File: src/common/adc_ctrl_pkg.sv
/*
  Constants, types and helpers for the converter control block.
  Assumes an 8-bit register port and a single system clock.
*/
// What this block does
// - two-bit field picks reference: supply, external pin or amplifier output
// - reference code 00 supply, 01 external pin, 1x amplifier output
// - amplifier powered only while its enable bit is set
// - two-bit gain field picks gain 1, 1.667, 2.5 or 3.333
// - one bit routes amplifier input from reference pin or bandgap
// - internal reference chosen means external reference pin disconnected; amplifier input pin follows its own bit
// - analog function on a pin disables its digital functions
// - analog function on a pin disconnects its pull-high resistor
// - analog function on a pin overrides its direction control
// - source codes 0000, 0100, 11xx convert the selected external channel
// - channel 0000..1011 connects that channel; 1100..1111 connects none
// - internal source selected switches every external channel off
// - internal codes: supply /1 /2 /4, amplifier /1 /2 /4, 10xx ground
// - start bit low-high-low begins a conversion after the falling edge
// - busy set when conversion starts, cleared when it completes
// - completion sets interrupt flag and raises request when enabled
// - three-bit divider code 000 gives /1, each step doubles to /128
// - converter powered only while its power-enable bit is high
// - conversion lasts 16 conversion clocks: 4 sampling, 12 converting
package adc_ctrl_pkg;
  localparam int N_CHAN = 12;
  localparam int RES_W = 12;
  localparam int SAMPLE_CLKS = 4;
  localparam int CONV_CLKS = 12;
  localparam int CLK_NS = 50;
  localparam int CONVERSION_CLOCK_PERIOD_MIN_NS = 500;
  localparam int ADCK_MIN_DIV = (CONVERSION_CLOCK_PERIOD_MIN_NS + CLK_NS - 1) / CLK_NS;
  localparam int PWR_UP_CLKS = 20;

  localparam logic [3:0] A_CTRL_A = 4'h0;
  localparam logic [3:0] A_CTRL_B = 4'h1;
  localparam logic [3:0] A_CTRL_C = 4'h2;
  localparam logic [3:0] A_PIN_LO = 4'h3;
  localparam logic [3:0] A_PIN_HI = 4'h4;
  localparam logic [3:0] A_STAT = 4'h5;
  localparam logic [3:0] A_RES_LO = 4'h6;
  localparam logic [3:0] A_RES_HI = 4'h7;

  localparam int CA_START = 7;
  localparam int CA_BUSY = 6;
  localparam int CA_PWR = 5;
  localparam int CA_CHAN_LSB = 0;
  localparam int CB_SRC_LSB = 4;
  localparam int CB_DIV_LSB = 0;
  localparam int CC_AMP_EN = 7;
  localparam int CC_AMP_IN = 4;
  localparam int CC_REF_LSB = 2;
  localparam int CC_GAIN_LSB = 0;
  localparam int ST_FLAG = 0;
  localparam int ST_IE = 1;

  localparam logic [7:0] RST_CTRL_A = 8'h00;
  localparam logic [7:0] RST_CTRL_B = 8'h00;
  localparam logic [7:0] RST_CTRL_C = 8'h00;
  localparam logic [11:0] RST_PIN_FN = 12'h000;
  localparam logic [11:0] SAR_FIRST = 12'h800;

  typedef enum logic [1:0] {
    ST_IDLE = 2'b00,
    ST_ARMED = 2'b01,
    ST_SAMPLE = 2'b10,
    ST_CONVERT = 2'b11
  } conv_state_t;

  function automatic logic src_is_ext(input logic [3:0] src);
    return (src == 4'h0) || (src == 4'h4) || (src[3:2] == 2'b11);
  endfunction
endpackage

File: src/common/ckdiv_if.sv
/*
  Link between the control block and its conversion clock divider.
  Assumes both ends run on the same system clock.
*/
`timescale 1ns/1ps
interface ckdiv_if;
  logic [2:0] div_sel;
  logic tick;
  modport master (output div_sel, input tick);
  modport divider (input div_sel, output tick);
endinterface

File: src/hw/conv_clk_div.sv
/*
  Free-running conversion clock divider giving a one-cycle tick.
  Assumes div_sel comes from a register on the same clock.
*/
`timescale 1ns/1ps
module conv_clk_div
  import adc_ctrl_pkg::*;
(
  // clock and reset
  input wire logic clk_sys,
  input wire logic nrst,
  input wire logic ce,
  // divider link
  ckdiv_if.divider dv
);
  typedef struct packed {
    logic [6:0] cnt;
  } div_state_t;

  div_state_t q, d;
  logic [6:0] mask;

  always_comb begin
    d = q;
    d.cnt = q.cnt + 7'h01;
  end

  always_ff @(posedge clk_sys or negedge nrst) begin
    if (!nrst) begin
      q <= '0;
    end else if (ce) begin
      q <= d;
    end
  end

  // low div_sel bits of the counter all ones: /1 .. /128
  assign mask = 7'((8'h01 << dv.div_sel) - 8'h01);
  assign dv.tick = ce && ((q.cnt & mask) == mask);
endmodule // conv_clk_div

File: src/hw/adc_ctrl.sv
/*
  Register file, input routing, reference selection and conversion
  sequencer for one 12-bit successive-approximation converter.
  Assumes a same-clock register master and an asynchronous comparator.
*/
`timescale 1ns/1ps
module adc_ctrl
  import adc_ctrl_pkg::*;
(
  // clock and reset
  input wire logic clk_sys,
  input wire logic nrst,
  input wire logic ce,
  // register port
  input wire logic [3:0] addr,
  input wire logic [7:0] wdata,
  input wire logic wr_stb,
  input wire logic rd_stb,
  output logic [7:0] rdata,
  // converter core
  input wire logic cmp_in,
  output logic conv_power_en,
  output logic sample_en,
  output logic conversion_busy_flag,
  output logic [11:0] sar_code,
  // reference path
  output logic ref_avdd_sel,
  output logic ref_pin_sel,
  output logic ref_amp_sel,
  output logic ref_pin_connect,
  output logic gain_amp_enable,
  output logic [1:0] gain_amp_gain_select,
  output logic amp_in_pin_connect,
  output logic amp_in_bandgap_sel,
  // input routing
  output logic [11:0] chan_en,
  output logic int_src_en,
  output logic int_src_amp,
  output logic [1:0] int_src_div,
  output logic int_src_gnd,
  // pin overrides
  output logic [11:0] pin_digital_off,
  output logic [11:0] pin_pullup_off,
  output logic [11:0] pin_dir_override,
  // completion
  output logic irq_flag,
  output logic irq_req
);
  typedef struct packed {
    logic [7:0] ca;
    logic [7:0] cb;
    logic [7:0] cc;
    logic [11:0] pin_fn;
    logic flag;
    logic ie;
    conv_state_t st;
    logic [3:0] cnt;
    logic [11:0] sar;
    logic [11:0] res;
    logic start_prev;
    logic cmp_s1;
    logic cmp_s2;
    logic [7:0] rdata;
  } ctrl_state_t;

  localparam ctrl_state_t STATE_RST = '{
    ca: RST_CTRL_A, cb: RST_CTRL_B, cc: RST_CTRL_C, pin_fn: RST_PIN_FN,
    flag: 1'b0, ie: 1'b0, st: ST_IDLE, cnt: 4'h0, sar: 12'h000,
    res: 12'h000, start_prev: 1'b0, cmp_s1: 1'b0, cmp_s2: 1'b0,
    rdata: 8'h00
  };

  ctrl_state_t q, d;
  ckdiv_if cd ();

  logic tick;
  logic pwr;
  logic busy;
  logic start_rise;
  logic start_fall;
  logic done;
  logic [3:0] src;
  logic [1:0] rsel;
  logic ext_sel;

  conv_clk_div u_div (
    .clk_sys (clk_sys),
    .nrst (nrst),
    .ce (ce),
    .dv (cd.divider)
  );

  assign cd.div_sel = q.cb[CB_DIV_LSB +: 3];
  assign tick = cd.tick;
  assign pwr = q.ca[CA_PWR];
  assign busy = (q.st == ST_SAMPLE) || (q.st == ST_CONVERT);
  assign start_rise = q.ca[CA_START] && !q.start_prev;
  assign start_fall = !q.ca[CA_START] && q.start_prev;
  assign src = q.cb[CB_SRC_LSB +: 4];
  assign rsel = q.cc[CC_REF_LSB +: 2];
  assign ext_sel = src_is_ext(src);

  always_comb begin
    logic [3:0] bi;
    bi = 4'(CONV_CLKS - 1) - q.cnt;
    d = q;
    done = 1'b0;
    d.cmp_s1 = cmp_in;
    d.cmp_s2 = q.cmp_s1;
    d.start_prev = q.ca[CA_START];
    d.rdata = 8'h00;

    if (wr_stb) begin
      case (addr)
        A_CTRL_A: d.ca = wdata;
        A_CTRL_B: d.cb = wdata;
        A_CTRL_C: d.cc = wdata;
        A_PIN_LO: d.pin_fn[7:0] = wdata;
        A_PIN_HI: d.pin_fn[11:8] = wdata[3:0];
        A_STAT: begin
          if (wdata[ST_FLAG]) begin
            d.flag = 1'b0;
          end
          d.ie = wdata[ST_IE];
        end
        default: ;
      endcase
    end

    if (rd_stb) begin
      case (addr)
        A_CTRL_A: begin
          d.rdata = q.ca;
          d.rdata[CA_BUSY] = busy;
        end
        A_CTRL_B: d.rdata = q.cb;
        A_CTRL_C: d.rdata = q.cc;
        A_PIN_LO: d.rdata = q.pin_fn[7:0];
        A_PIN_HI: d.rdata = {4'h0, q.pin_fn[11:8]};
        A_STAT: d.rdata = {6'h00, q.ie, q.flag};
        A_RES_LO: d.rdata = q.res[7:0];
        A_RES_HI: d.rdata = {4'h0, q.res[11:8]};
        default: d.rdata = 8'h00;
      endcase
    end

    if (start_rise) begin
      d.st = ST_ARMED;
      d.cnt = 4'h0;
    end else if (!pwr && q.st != ST_IDLE) begin
      d.st = ST_IDLE;
    end else begin
      case (q.st)
        ST_IDLE: ;
        ST_ARMED: begin
          if (start_fall) begin
            d.st = ST_SAMPLE;
            d.cnt = 4'h0;
          end
        end
        ST_SAMPLE: begin
          if (tick) begin
            if (q.cnt == 4'(SAMPLE_CLKS - 1)) begin
              d.st = ST_CONVERT;
              d.cnt = 4'h0;
              d.sar = SAR_FIRST;
            end else begin
              d.cnt = q.cnt + 4'h1;
            end
          end
        end
        ST_CONVERT: begin
          if (tick) begin
            d.sar[bi] = q.cmp_s2;
            if (q.cnt == 4'(CONV_CLKS - 1)) begin
              done = 1'b1;
              d.res = d.sar;
              d.st = ST_IDLE;
              d.flag = 1'b1;
            end else begin
              d.sar[bi - 4'h1] = 1'b1;
              d.cnt = q.cnt + 4'h1;
            end
          end
        end
        default: d.st = ST_IDLE;
      endcase
    end
  end

  always_ff @(posedge clk_sys or negedge nrst) begin
    if (!nrst) begin
      q <= STATE_RST;
    end else if (ce) begin
      q <= d;
    end
  end

  // register port and converter core
  assign rdata = q.rdata;
  assign conv_power_en = pwr;
  assign sample_en = (q.st == ST_SAMPLE);
  assign conversion_busy_flag = busy;
  assign sar_code = q.sar;

  // reference selection
  assign ref_avdd_sel = (rsel == 2'b00);
  assign ref_pin_sel = (rsel == 2'b01);
  assign ref_amp_sel = rsel[1];
  assign ref_pin_connect = (rsel == 2'b01);
  assign gain_amp_enable = q.cc[CC_AMP_EN];
  assign gain_amp_gain_select = q.cc[CC_GAIN_LSB +: 2];
  assign amp_in_bandgap_sel = q.cc[CC_AMP_IN];
  assign amp_in_pin_connect = !q.cc[CC_AMP_IN];

  // internal source routing
  assign int_src_en = !ext_sel;
  assign int_src_gnd = (src[3:2] == 2'b10);
  assign int_src_amp = src[2];
  assign int_src_div = src[1:0];

  for (genvar i = 0; i < N_CHAN; i++) begin : g_pin
    assign chan_en[i] = ext_sel && (q.ca[CA_CHAN_LSB +: 4] == 4'(i));
    assign pin_digital_off[i] = q.pin_fn[i];
    assign pin_pullup_off[i] = q.pin_fn[i];
    assign pin_dir_override[i] = q.pin_fn[i];
  end

  assign irq_flag = q.flag;
  assign irq_req = q.flag && q.ie;

  // assertion helpers
  logic [4:0] busy_ticks;
  always_ff @(posedge clk_sys or negedge nrst) begin
    if (!nrst) begin
      busy_ticks <= 5'h00;
    end else if (!busy) begin
      busy_ticks <= 5'h00;
    end else if (tick) begin
      busy_ticks <= busy_ticks + 5'h01;
    end
  end
endmodule // adc_ctrl

File: config.mk
export PLATFORM = sky130hd
export DESIGN_NAME = adc_ctrl
export DESIGN_NICKNAME = d
export VERILOG_FILES = /design/src/common/adc_ctrl_pkg.sv /design/src/common/ckdiv_if.sv /design/src/hw/conv_clk_div.sv /design/src/hw/adc_ctrl.sv
export SDC_FILE = /design/constraint.sdc
export NUM_CORES = 1
export LEC_CHECK = 0
export BUFFER_PORTS_ARGS = -buffer_cell sky130_fd_sc_hd__buf_2
export CAP_MARGIN = 30
export CORE_MARGIN = 2
export CORE_UTILIZATION = 54
export CTS_BUF_LIST = sky130_fd_sc_hd__clkbuf_2
export DETAILED_ROUTE_END_ITERATION = 12
export MAX_ROUTING_LAYER = met4
export PLACE_DENSITY = 0.79
export SYNTH_ARGS = -nofsm -noshare
export SYNTH_HDL_FRONTEND = slang
export SYNTH_SLANG_ARGS = --single-unit
File: constraint.sdc
create_clock -name clk_sys -period 2.8 [get_ports clk_sys]
set_input_delay 0.28 -clock clk_sys [delete_from_list [all_inputs] [get_ports clk_sys]]
set_output_delay 0.28 -clock clk_sys [all_outputs]
set_load 0.01 [all_outputs]
# Yosys cells after proc, flatten, opt, wreduce, memory -nomap -nowiden

Cells that the tools add are included.

Bits in latches: 0
Flip-flop bits (word level): 86
Input bits: 18
Memories kept: 0
Bits in read-only memories: 0
Logic and storage cells: 146
Memory bits (writable): 0

Add/sub/neg operators: 5
Bitwise logic cells: 4
Mux-type cells: 30
$mul: 0
Shifts and indexed selects: 1
Reductions and logical operators: 45
Equality and inequality tests: 41
Div/mod/pow operators: 0
Order comparisons: 4

Operator list:

| kind                 | count |
|---|---|
| $pmux W8 S8          | 1 |
| $eq A4 B3 Y1 const B | 9 |
| $mux W12             | 3 |
| $mux W30             | 1 |
| $mux W28             | 1 |
| $pmux W12 S2         | 1 |
| $reduce_and A7 Y1    | 3 |
| $eq A4 B2 Y1 const B | 5 |
| $eq A4 B4 Y1 const B | 5 |
| $logic_and A1 B1 Y1  | 19 |
| $mux W18             | 1 |
| $pmux W6 S3          | 1 |
| $reduce_and A3 Y1    | 6 |
| $mux W16             | 1 |
| $bwmux W12           | 1 |
| $logic_not A4 Y1     | 3 |
| $mux W6              | 2 |
| $or A12 B12 Y12      | 1 |
| $lt A4 B5 Y1 const B | 2 |
| $mux W2              | 5 |
| $ne A3 B3 Y1 const B | 3 |
| $demux W1 S4         | 2 |
| $eq A2 B2 Y1 const B | 4 |
| $eq A4 B1 Y1 const B | 2 |
| other kinds (28)     | 48 |

# Longest topological paths before layout

Gate-level depths: netlist of run 1.

Depth in word-level cells: 12
Depth in mapped cells: 11

# By module

Synthesis of run 1 repeated with hierarchy kept, for this count alone.

Cell total of the unflattened synthesis: 503
Area, all modules: 5247.5 sq um

By module, submodules not included:

| module       | cells an instance | sequential area each (sq um) | instances | area an instance (sq um) |
|---|---|---|---|---|
| adc_ctrl     | 470               | 1951.9                       | 1         | 4895.9 |
| conv_clk_div | 33                | 175.2                        | 1         | 351.6 |

# Worst setup path before layout of run 1

Ideal clock, no wire load.

Path type: register to register
Start: register q, in the netlist cd.div_sel[1]
End: register q[13] (netlist bit)
Stages on the path, launching flop included: 10
Required time: 2.675 ns
Clock period less this slack: 2.593 ns
Arrival: 2.469 ns
Buffers on the path: 2
Slack: 0.207 ns
Cell sequence: dfrtp_1 buf_2 or3_1 ha_1 a21bo_1 a211oi_1 nand4_2 nor3_2 buf_4 mux2_2

Longest elaborated chain between the ends: 6

Ends and longest elaborated chain:

| element                                | line               | RTL |
|---|---|---|
| start, declared                        | adc_ctrl.sv:73     | `ctrl_state_t q, d;` |
| start signal, assigned                 | adc_ctrl.sv:193    | `q <= STATE_RST;` |
| start signal, assigned                 | adc_ctrl.sv:195    | `q <= d;` |
| $shl A1 B3 Y7 (*)                      | conv_clk_div.sv:37 | `assign mask = 7'((8'h01 << dv.div_sel) - 8'h01);` |
| $sub A7 B1 Y7 (*)                      | conv_clk_div.sv:37 |  |
| $and A7 B7 Y7                          | conv_clk_div.sv:38 | `assign dv.tick = ce && ((q.cnt & mask) == mask);` |
| $eq A7 B7 Y1 (*)                       | conv_clk_div.sv:38 |  |
| $logic_and A1 B1 Y1 (*)                | conv_clk_div.sv:38 |  |
| $reduce_and A6 Y1 (no source line) (*) | --                 |  |

Mark *: on every way between the ends. The rest lies on a longest branch, timed or not.
A chain may end at the register's enable or synchronous reset.

# Worst setup path in the final report of run 1

Start: register q, in the netlist cd.div_sel[2]
End: register q[15] (netlist bit)

The elaborated chain is that of the path after synthesis.

==> results of run 1 <==
-- metal layers --
layer	vias up	wire length, um	track usage (%)
li1	1829	-	-
met1	1954	5350	34.2
met2	188	6190	38.1
met3	19	790	3.31
met4	0	214	9.25
met5	-	0	-
-- power by group --
| group | internal, mW | switching, mW | leakage [nW] |
|---|---|---|---|
| clock network | 0.109 | 0.424 | 0.0512 |
| registers | 1.42 | 0.272 | 1.12 |
| logic | 0.561 | 0.652 | 1.51 |
| total | 2.09 | 1.35 | 2.68 |
-- worst max-delay path, stage by stage, from the launching register on --
cell and delay, ns:
dfrtp_1 0.43, or3_1 0.38, ha_1 0.27, a21bo_1 0.22, a211oi_4 0.27, nand4_2 0.25, nor3_2 0.24, buf_4 0.22
mux2_2 0.35
-- cell type report --
cell class / count / area, um2
fillers: 796 / 3710
clock inverters: 5 / 28.8
repair buffers: 121 / 681
inverters: 20 / 75.1
well taps: 129 / 161
clock buffers: 10 / 50.0
flip-flops and latches: 85 / 2130
multi-input cells: 314 / 2410
-- timing repair --
action                     4_1_cts  5_1_grt
gates resized for setup          0        2
setup endpoints to repair        0       17
hold buffers                     4        0
hold endpoints to repair        91        0
-- worst paths after layout --
kind                               start                 end  slack, ns  depth (start not counted)
max                        cd.div_sel[2]               q[15]       0.07                          8
min                             wdata[5]  pin_digital_off[5]       0.02                          2
max reg2reg                cd.div_sel[2]               q[15]       0.07                          8
min reg2reg                   u_div.q[5]          u_div.q[5]       0.53                          1
max in group asynchronous           nrst         sar_code[8]       2.08                          3
min in group asynchronous           nrst         sar_code[7]       0.07                          2
-- state kept, by name (all words and copies together) (netlist names), 2 cells and up --
name / flops
gain_amp_gain_select: 2
sar_code: 12
q: 31
pin_digital_off: 12
cd.div_sel: 3
int_src_div: 2
u_div.q: 7
rdata: 8
d: 2
-- layout by cell type, fill, tap and decap left out, types with 6 or more instances in the layout --
cell / count
nand4_1: 7
inv_1: 20
nor3_1: 10
nand3_1: 6
a22oi_1: 10
nand2_1: 40
o21ai_0: 9
nor2_1: 29
mux2i_1: 11
buf_2: 103
o21bai_1: 8
ha_1: 11
mux2_2: 67
a21oi_1: 12
buf_4: 13
dfrtp_1: 85
clkbuf_2: 10
o22ai_1: 10
nor2b_1: 9
a22o_1: 11
-- cell families after synthesis --
logic type	count (synthesis)
and+or+nand+nor	124
AOI/OAI and AO/OA	92
buffers and inverters	104
xor gates and xnor gates	6
DFF	85
adders and majority gates	11
muxes	80
==> out/metrics.csv, run 1 <==
metric;value;unit
status;finished, final reports clean;
Power, Total;3.44;mW
I/O pin count;105;
mux cell area share after synthesis;17.6;%
Worst Slack Setup Final;0.0656;ns
PortBufs;104;
Setup TNS;0;ns
Finished Core Util;59.9;%
clock period minus worst slack;2.73;ns
DRC Markers;0;
complex-gate fraction of the synthesized area;13.2;%
initial antenna violation count;0;
Fin. Hold Viols;0;
TritonCTS buffer count;9;
Initial Utilization;55.8;%
global-route usage over all layers;25.0;%
Post-synth EDFFs;0;
adder-cell share of the synthesized area;2.67;%
top-count cell post-synth;dfrtp_1;
Worst Path Arrival;3.17;ns
VDD IR max;0.372;mV
Yosys top cell by area;dfrtp_1;
DR pass1 iterations;5;
WHS;0.0226;ns
syn nets;531;
pre-CTS setup slack;0.0720;ns
vias per std cell;5.83;
WL/cell;18.3;um
core area;9240;um2
post-synthesis xor/xnor area fraction;1.02;%
synth cell count leaders;dfrtp_1, mux2_2, buf_4;
vias in the first global route;3898;
Syn Area/Cell;10.3;um2
Final Max Slew Viols;0;
Rows;35;
Worst-path clk slew;0.21;ns
Finished Layout Cells;684;
Die X;102;um
n_diodes;0;
Setup violations, final;0;
area grow syn2layout;7.20;%
Synth area leaders;dfrtp_1, mux2_2, buf_4;
PwrDens;621;nW/um2
post-DP HPWL;9.12;mm
final RePlAce weighted congestion;0.957;
Mapped Cells;502;
grt total ovfl;0;
main combinational cell family by area after synthesis;multiplexers;
CTS tree;yes;
Least-Margin Pin Slew;0.537;ns
Placed Cells;664;
CTS Buffer Depth;2;
Syn. warnings;0;
Via Count;3990;
clock root cell;clkbuf_2;
Max Clk Rate;366;MHz
HP Class;in -> reg;
Fin Clk Skew;0.0361;ns
fin area;5530;um2
CP endpoint kind;flip-flop;
Final period util;97.7;%
Setup crit start kind;flip-flop;
area fraction of the dominant cell type after synthesis;41.2;%
Post-CTS Setup Bufs;0;
Post-synth ARST share;100;%
global-route wire length before repair;19.5;mm
final net count;580;
post-synth cell types;59;
Yosys reg bits;85;
Initial DRC Count;258;
Pleak;2.68;nW
post-route ant nets;0;
critical path fanouts, max;12;
max cap viols;0;
Netlist Area Pre-Place;5160;um2
simple-gate share of the synthesized area;11.8;%
Cell Area, Placed;5390;um2
Seq/Total Area, Yosys;41.2;%
die area;10400;um2
largest net degree at the start of global routing;75;
wirelength, routed;12.5;mm
clock sinks;85;
DIE HEIGHT;102;um
Setup CP Type;reg -> reg;
Worst Path Required;3.24;ns
Clk Latency, worst-skew pair;0.55;ns
H-tree depth;3;
share of layout cells above drive strength 1;37.5;%
Worst slew margin;63.7;%
Top FF cell, synth;dfrtp_1;
Power figures use the tool's default switching activity.
==> run 2: changes to the inputs <==
--- a/config.mk
+++ b/config.mk
@@ -5,14 +5,14 @@
 export SDC_FILE = /design/constraint.sdc
 export NUM_CORES = 1
 export LEC_CHECK = 0
-export BUFFER_PORTS_ARGS = -buffer_cell sky130_fd_sc_hd__buf_2
 export CAP_MARGIN = 30
-export CORE_MARGIN = 2
 export CORE_UTILIZATION = 54
 export CTS_BUF_LIST = sky130_fd_sc_hd__clkbuf_2
 export DETAILED_ROUTE_END_ITERATION = 12
+export DONT_BUFFER_PORTS = 1
 export MAX_ROUTING_LAYER = met4
-export PLACE_DENSITY = 0.79
+export PLACE_DENSITY = 0.69
 export SYNTH_ARGS = -nofsm -noshare
 export SYNTH_HDL_FRONTEND = slang
 export SYNTH_SLANG_ARGS = --single-unit
+export TNS_END_PERCENT = 100
==> out/metrics.csv, run 2 (synthesis results as in run 1) <==
metric;value;unit
VDD IR max;0.308;mV
grt total ovfl;0;
DIE HEIGHT;99.8;um
Setup crit start kind;flip-flop;
R2R Setup Slk;0.07;ns
Reg-to-Reg Start;cd.div_sel[2];
CTS Buffer Depth;2;
PortBufs;0;
status;finished, final reports clean;
commonest non-fill, non-tap cell in the layout;dfrtp_1;
Setup TNS;0;ns
Die X;99.8;um
TritonCTS buffer count;9;
Clk Latency, worst-skew pair;0.53;ns
Least-Margin Pin Slew;0.944;ns
max cap viols;0;
Finished Core Util;55.7;%
Switch Pwr;1.27;mW
combinational power share;27.3;%
Placed Cells;558;
area grow syn2layout;-0.315;%
CP startpoint;cd.div_sel[2];
Final Max Slew Viols;0;
Power, Total;3.43;mW
DR pass1 iterations;5;
Max Clk Rate;366;MHz
Fin. Hold Viols;0;
share of layout cells above drive strength 1;22.8;%
global-route usage over all layers;25.8;%
power share of the sequential group;51.8;%
Top reg by flops;q;
global-route wire length before repair;19.1;mm
post-route ant nets;0;
FF-to-FF path depth;7;
Pint;2.15;mW
Rows;35;
Fin Clk Skew;0.0352;ns
n_diodes;0;
die area;9950;um2
Clk pwr share;20.9;%
post-DP HPWL;8.30;mm
Initial DRC Count;244;
CP endpoint;sar_code[11];
wirelength, routed;11.9;mm
critical path fanouts, max;12;
I/O pin count;105;
clock sinks;85;
Setup CP Type;reg -> reg;
H-tree depth;3;
core area;9240;um2
HP Class;in -> reg;
Final period util;97.7;%
CTS tree;yes;
Worst slew margin;36.5;%
switch share;37.1;%
Worst Path Required;3.26;ns
Setup violations, final;0;
WL/cell;20.1;um
Pleak;2.24;nW
CP endpoint kind;flip-flop;
Via Count;3612;
final net count;486;
vias in the first global route;3545;
R2R Path End;sar_code[11];
clock period minus worst slack;2.73;ns
max reg flops;31;
Worst Path Arrival;3.19;ns
clock root cell;clkbuf_2;
Finished Layout Cells;590;
initial antenna violation count;0;
DRC Markers;0;
Worst-path clk slew;0.25;ns
final RePlAce weighted congestion;0.866;
PwrDens;666;nW/um2
Hold Crit Depth;3;
top library cells by usage in the layout, fill and taps aside;dfrtp_1, mux2_2, nand2_1;
vias per std cell;6.12;
largest net degree at the start of global routing;86;
Initial Utilization;55.8;%
==> run 2: cell count changes in the layout (fill, tap and decap cells not counted), sizes merged <==
cell / before / now
clkinvlp: 2 / 1
dlygate4sd3: 4 / 13
buf: 117 / 14
bufinv: 0 / 2
nand4: 8 / 7
clkbuf: 10 / 11
clkinv: 3 / 2
==> run 2: cell type report <==
cell class	count	area, um2
Timing Repair Buffer	28	264
Tap cell	129	161
Clock buffer	10	50.0
Fill cell	813	4100
Sequential cell	85	2130
Inverter	20	75.1
Multi-Input combinational cell	313	2390
Clock inverter	5	76.3
==> run 2: worst min-delay path by stage <==
| stage | end | from | slack [ns] |
|---|---|---|---|
| floorplan | amp_in_bandgap_sel | nrst | -0.02 |
| global placement | q[35] | nrst | -0.01 |
| detailed placement | q[35] | nrst | -0.01 |
| CTS | irq_flag | addr[1] | 0.01 |
| global route | irq_flag | addr[1] | 0.02 |
| finish | irq_flag | addr[1] | 0.04 |
==> run 2: through the flow <==
step / setup WS (ns) / area [um2] / hold slack, ns
CTS: 0.0641 / 5120 / 0.0102
global placement: 0.166 / 4840 / -0.0135
finish: 0.0656 / 5140 / 0.0388
floorplan: 0.207 / 5160 / -0.0156
global route: -0.0312 / 5140 / 0.0233
detailed placement: 0.128 / 4840 / -0.0135
==> run 2: what timing repair did <==
item,CTS,global route
setup endpoints to repair,0,22
resized for setup,0,1
hold buffers,14,0
setup buffers,0,3
hold endpoints to repair,139,0
==> run 2: power groups by stage <==
stage,sequential (mW),combinational (mW),clock (mW)
2_1_floorplan,1.62,0.974,0
3_3_place_gp,1.78,0.822,0
3_5_place_dp,1.79,0.843,0
4_1_cts,1.77,0.909,0.733
5_1_grt,1.81,1.04,0.783
6_report,1.77,0.934,0.717
==> run 2: per-layer routing <==
layer  routed length, um  vias to the layer above  GRT usage, %
met5                   0                        -             -
met3                 984                       16          6.54
met1                5130                     1792          34.7
li1                    -                     1649             -
met4                 138                        0          7.13
met2                5610                      155          38.8
==> run 2: worst max-delay path: stages (launching register included) <==
cell      delay (ns)
dfrtp_1         0.43
or3_1           0.38
ha_1            0.28
a21bo_1         0.21
a211oi_1        0.28
nand4_2         0.27
or3_4           0.53
mux2_2          0.30
==> run 3: changes to the inputs <==
--- a/config.mk
+++ b/config.mk
@@ -6,12 +6,12 @@
 export NUM_CORES = 1
 export LEC_CHECK = 0
 export CAP_MARGIN = 30
-export CORE_UTILIZATION = 54
+export CORE_UTILIZATION = 66
 export CTS_BUF_LIST = sky130_fd_sc_hd__clkbuf_2
 export DETAILED_ROUTE_END_ITERATION = 12
 export DONT_BUFFER_PORTS = 1
 export MAX_ROUTING_LAYER = met4
-export PLACE_DENSITY = 0.69
+export PLACE_DENSITY = 0.82
 export SYNTH_ARGS = -nofsm -noshare
 export SYNTH_HDL_FRONTEND = slang
 export SYNTH_SLANG_ARGS = --single-unit
==> out/metrics.csv, run 3 (synthesis results as in run 1) <==
metric;value;unit
Initial Utilization;69.7;%
VDD IR max;0.329;mV
critical path fanouts, max;12;
PwrDens;650;nW/um2
Rows;31;
max cap viols;0;
vias in the first global route;3643;
Top reg by flops;q;
WL/cell;21.4;um
Max Clk Rate;363;MHz
Reg-to-Reg Start;cd.div_sel[2];
CTS Buffer Depth;2;
Final Max Slew Viols;0;
final RePlAce weighted congestion;0.916;
largest net degree at the start of global routing;86;
Setup crit start kind;flip-flop;
post-DP HPWL;8.19;mm
Initial DRC Count;310;
CP endpoint;sar_code[11];
global-route usage over all layers;31.0;%
TritonCTS buffer count;9;
Fin. Hold Viols;0;
grt total ovfl;0;
Worst slew margin;46.1;%
delay of the slowest critical-path stage;0.51;ns
DR pass1 iterations;4;
max reg flops;31;
Setup CP Type;reg -> reg;
DIE HEIGHT;90.4;um
Cell Chain, Critical Path;or3_1, ha_1, a21bo_1, a211oi_1, nand4_2, or3_4, mux2_2;
HP Class;in -> reg;
Clk Latency, worst-skew pair;0.56;ns
I/O pin count;105;
H-tree depth;3;
CP Buf/Inv Count;0;
die area;8180;um2
commonest non-fill, non-tap cell in the layout;dfrtp_1;
post-route ant nets;0;
register area;2130;um2
Final period util;98.4;%
core area;7410;um2
Critical Path Stages;7;
CTS tree;yes;
share of layout cells above drive strength 1;22.3;%
Worst Path Required;3.25;ns
Via Count;3692;
slowest cell on the critical path;or3_4;
vias per std cell;6.58;
Finished Layout Cells;561;
Placed Cells;526;
filler instances;547;
wirelength, routed;12.0;mm
Fin Clk Skew;0.0423;ns
clock period minus worst slack;2.75;ns
Setup TNS;0;ns
R2R Setup Slk;0.05;ns
n_diodes;0;
top library cells by usage in the layout, fill and taps aside;dfrtp_1, mux2_2, nand2_1;
R2R Path End;sar_code[11];
Pleak;2.23;nW
Die X;90.4;um
area grow syn2layout;-1.26;%
FF-to-FF path depth;7;
status;finished, final reports clean;
Multi-input gate area;2390;um2
global-route wire length before repair;19.2;mm
Worst-path clk slew;0.28;ns
CP startpoint;cd.div_sel[2];
clock root cell;clkbuf_2;
CP endpoint kind;flip-flop;
clock sinks;85;
DRC Markers;0;
PortBufs;0;
CP delay by family, top;simple AND/OR/NAND/NOR gates;
Worst Path Arrival;3.21;ns
initial antenna violation count;0;
final net count;486;
Least-Margin Pin Slew;0.805;ns
Setup violations, final;0;
run 3: what timing repair did:
action                                  in CTS  in global routing
resized for setup                            0                  1
endpoints found under the hold margin      139                  0
hold buffers                                18                  0
setup buffers                                0                  1
endpoints found under the setup margin       0                 22
run 3: where the power goes:
group          internal, mW  switching, mW
combinational         0.434          0.486
clock                 0.130          0.469
sequential             1.42          0.373
run 3: through the flow:
step	area [um2]	setup WS, ns	power [mW]	hold WS, ns	util [%]
4_1_cts	5080	0.0689	3.28	0.0193	68.6
3_5_place_dp	4780	0.142	2.63	-0.0129	64.6
6_report	5090	0.0453	3.31	0.0365	68.8
2_1_floorplan	5160	0.207	2.59	-0.0156	-
5_1_grt	5090	-0.00230	3.49	0.00338	68.8
3_3_place_gp	4780	0.230	2.59	-0.0122	64.6
run 3: worst min-delay path by stage:
stage               slack, ns  startpoint  cells after the start                  end
CTS                      0.02     addr[1]                      2  pin_digital_off[11]
floorplan               -0.02        nrst                      0   amp_in_bandgap_sel
finish                   0.04     addr[1]                      2  pin_digital_off[11]
detailed placement      -0.01        nrst                      0                 q[8]
global placement        -0.01        nrst                      0                 q[8]
global route            0.003     addr[1]                      2  pin_digital_off[10]
run 3: routing by layer:
metal	GRT usage (%)	share of wire (%)	vias to the layer above
met5	-	0	-
met4	13.3	3.0	0
met3	8.00	7.8	35
met2	45.8	47	187
met1	40.6	42	1829
li1	-	-	1641
run 3: final cells by class:
| cell class | instances | share of cell area, % |
|---|---|---|
| multi-input cells | 313 | 46.9 |
| flip-flops and latches | 85 | 41.7 |
| repair buffers | 28 | 5.43 |
| well taps | 99 | 2.43 |
| inverters | 20 | 1.47 |
| clock inverters | 7 | 1.13 |
| clock buffers | 9 | 0.884 |
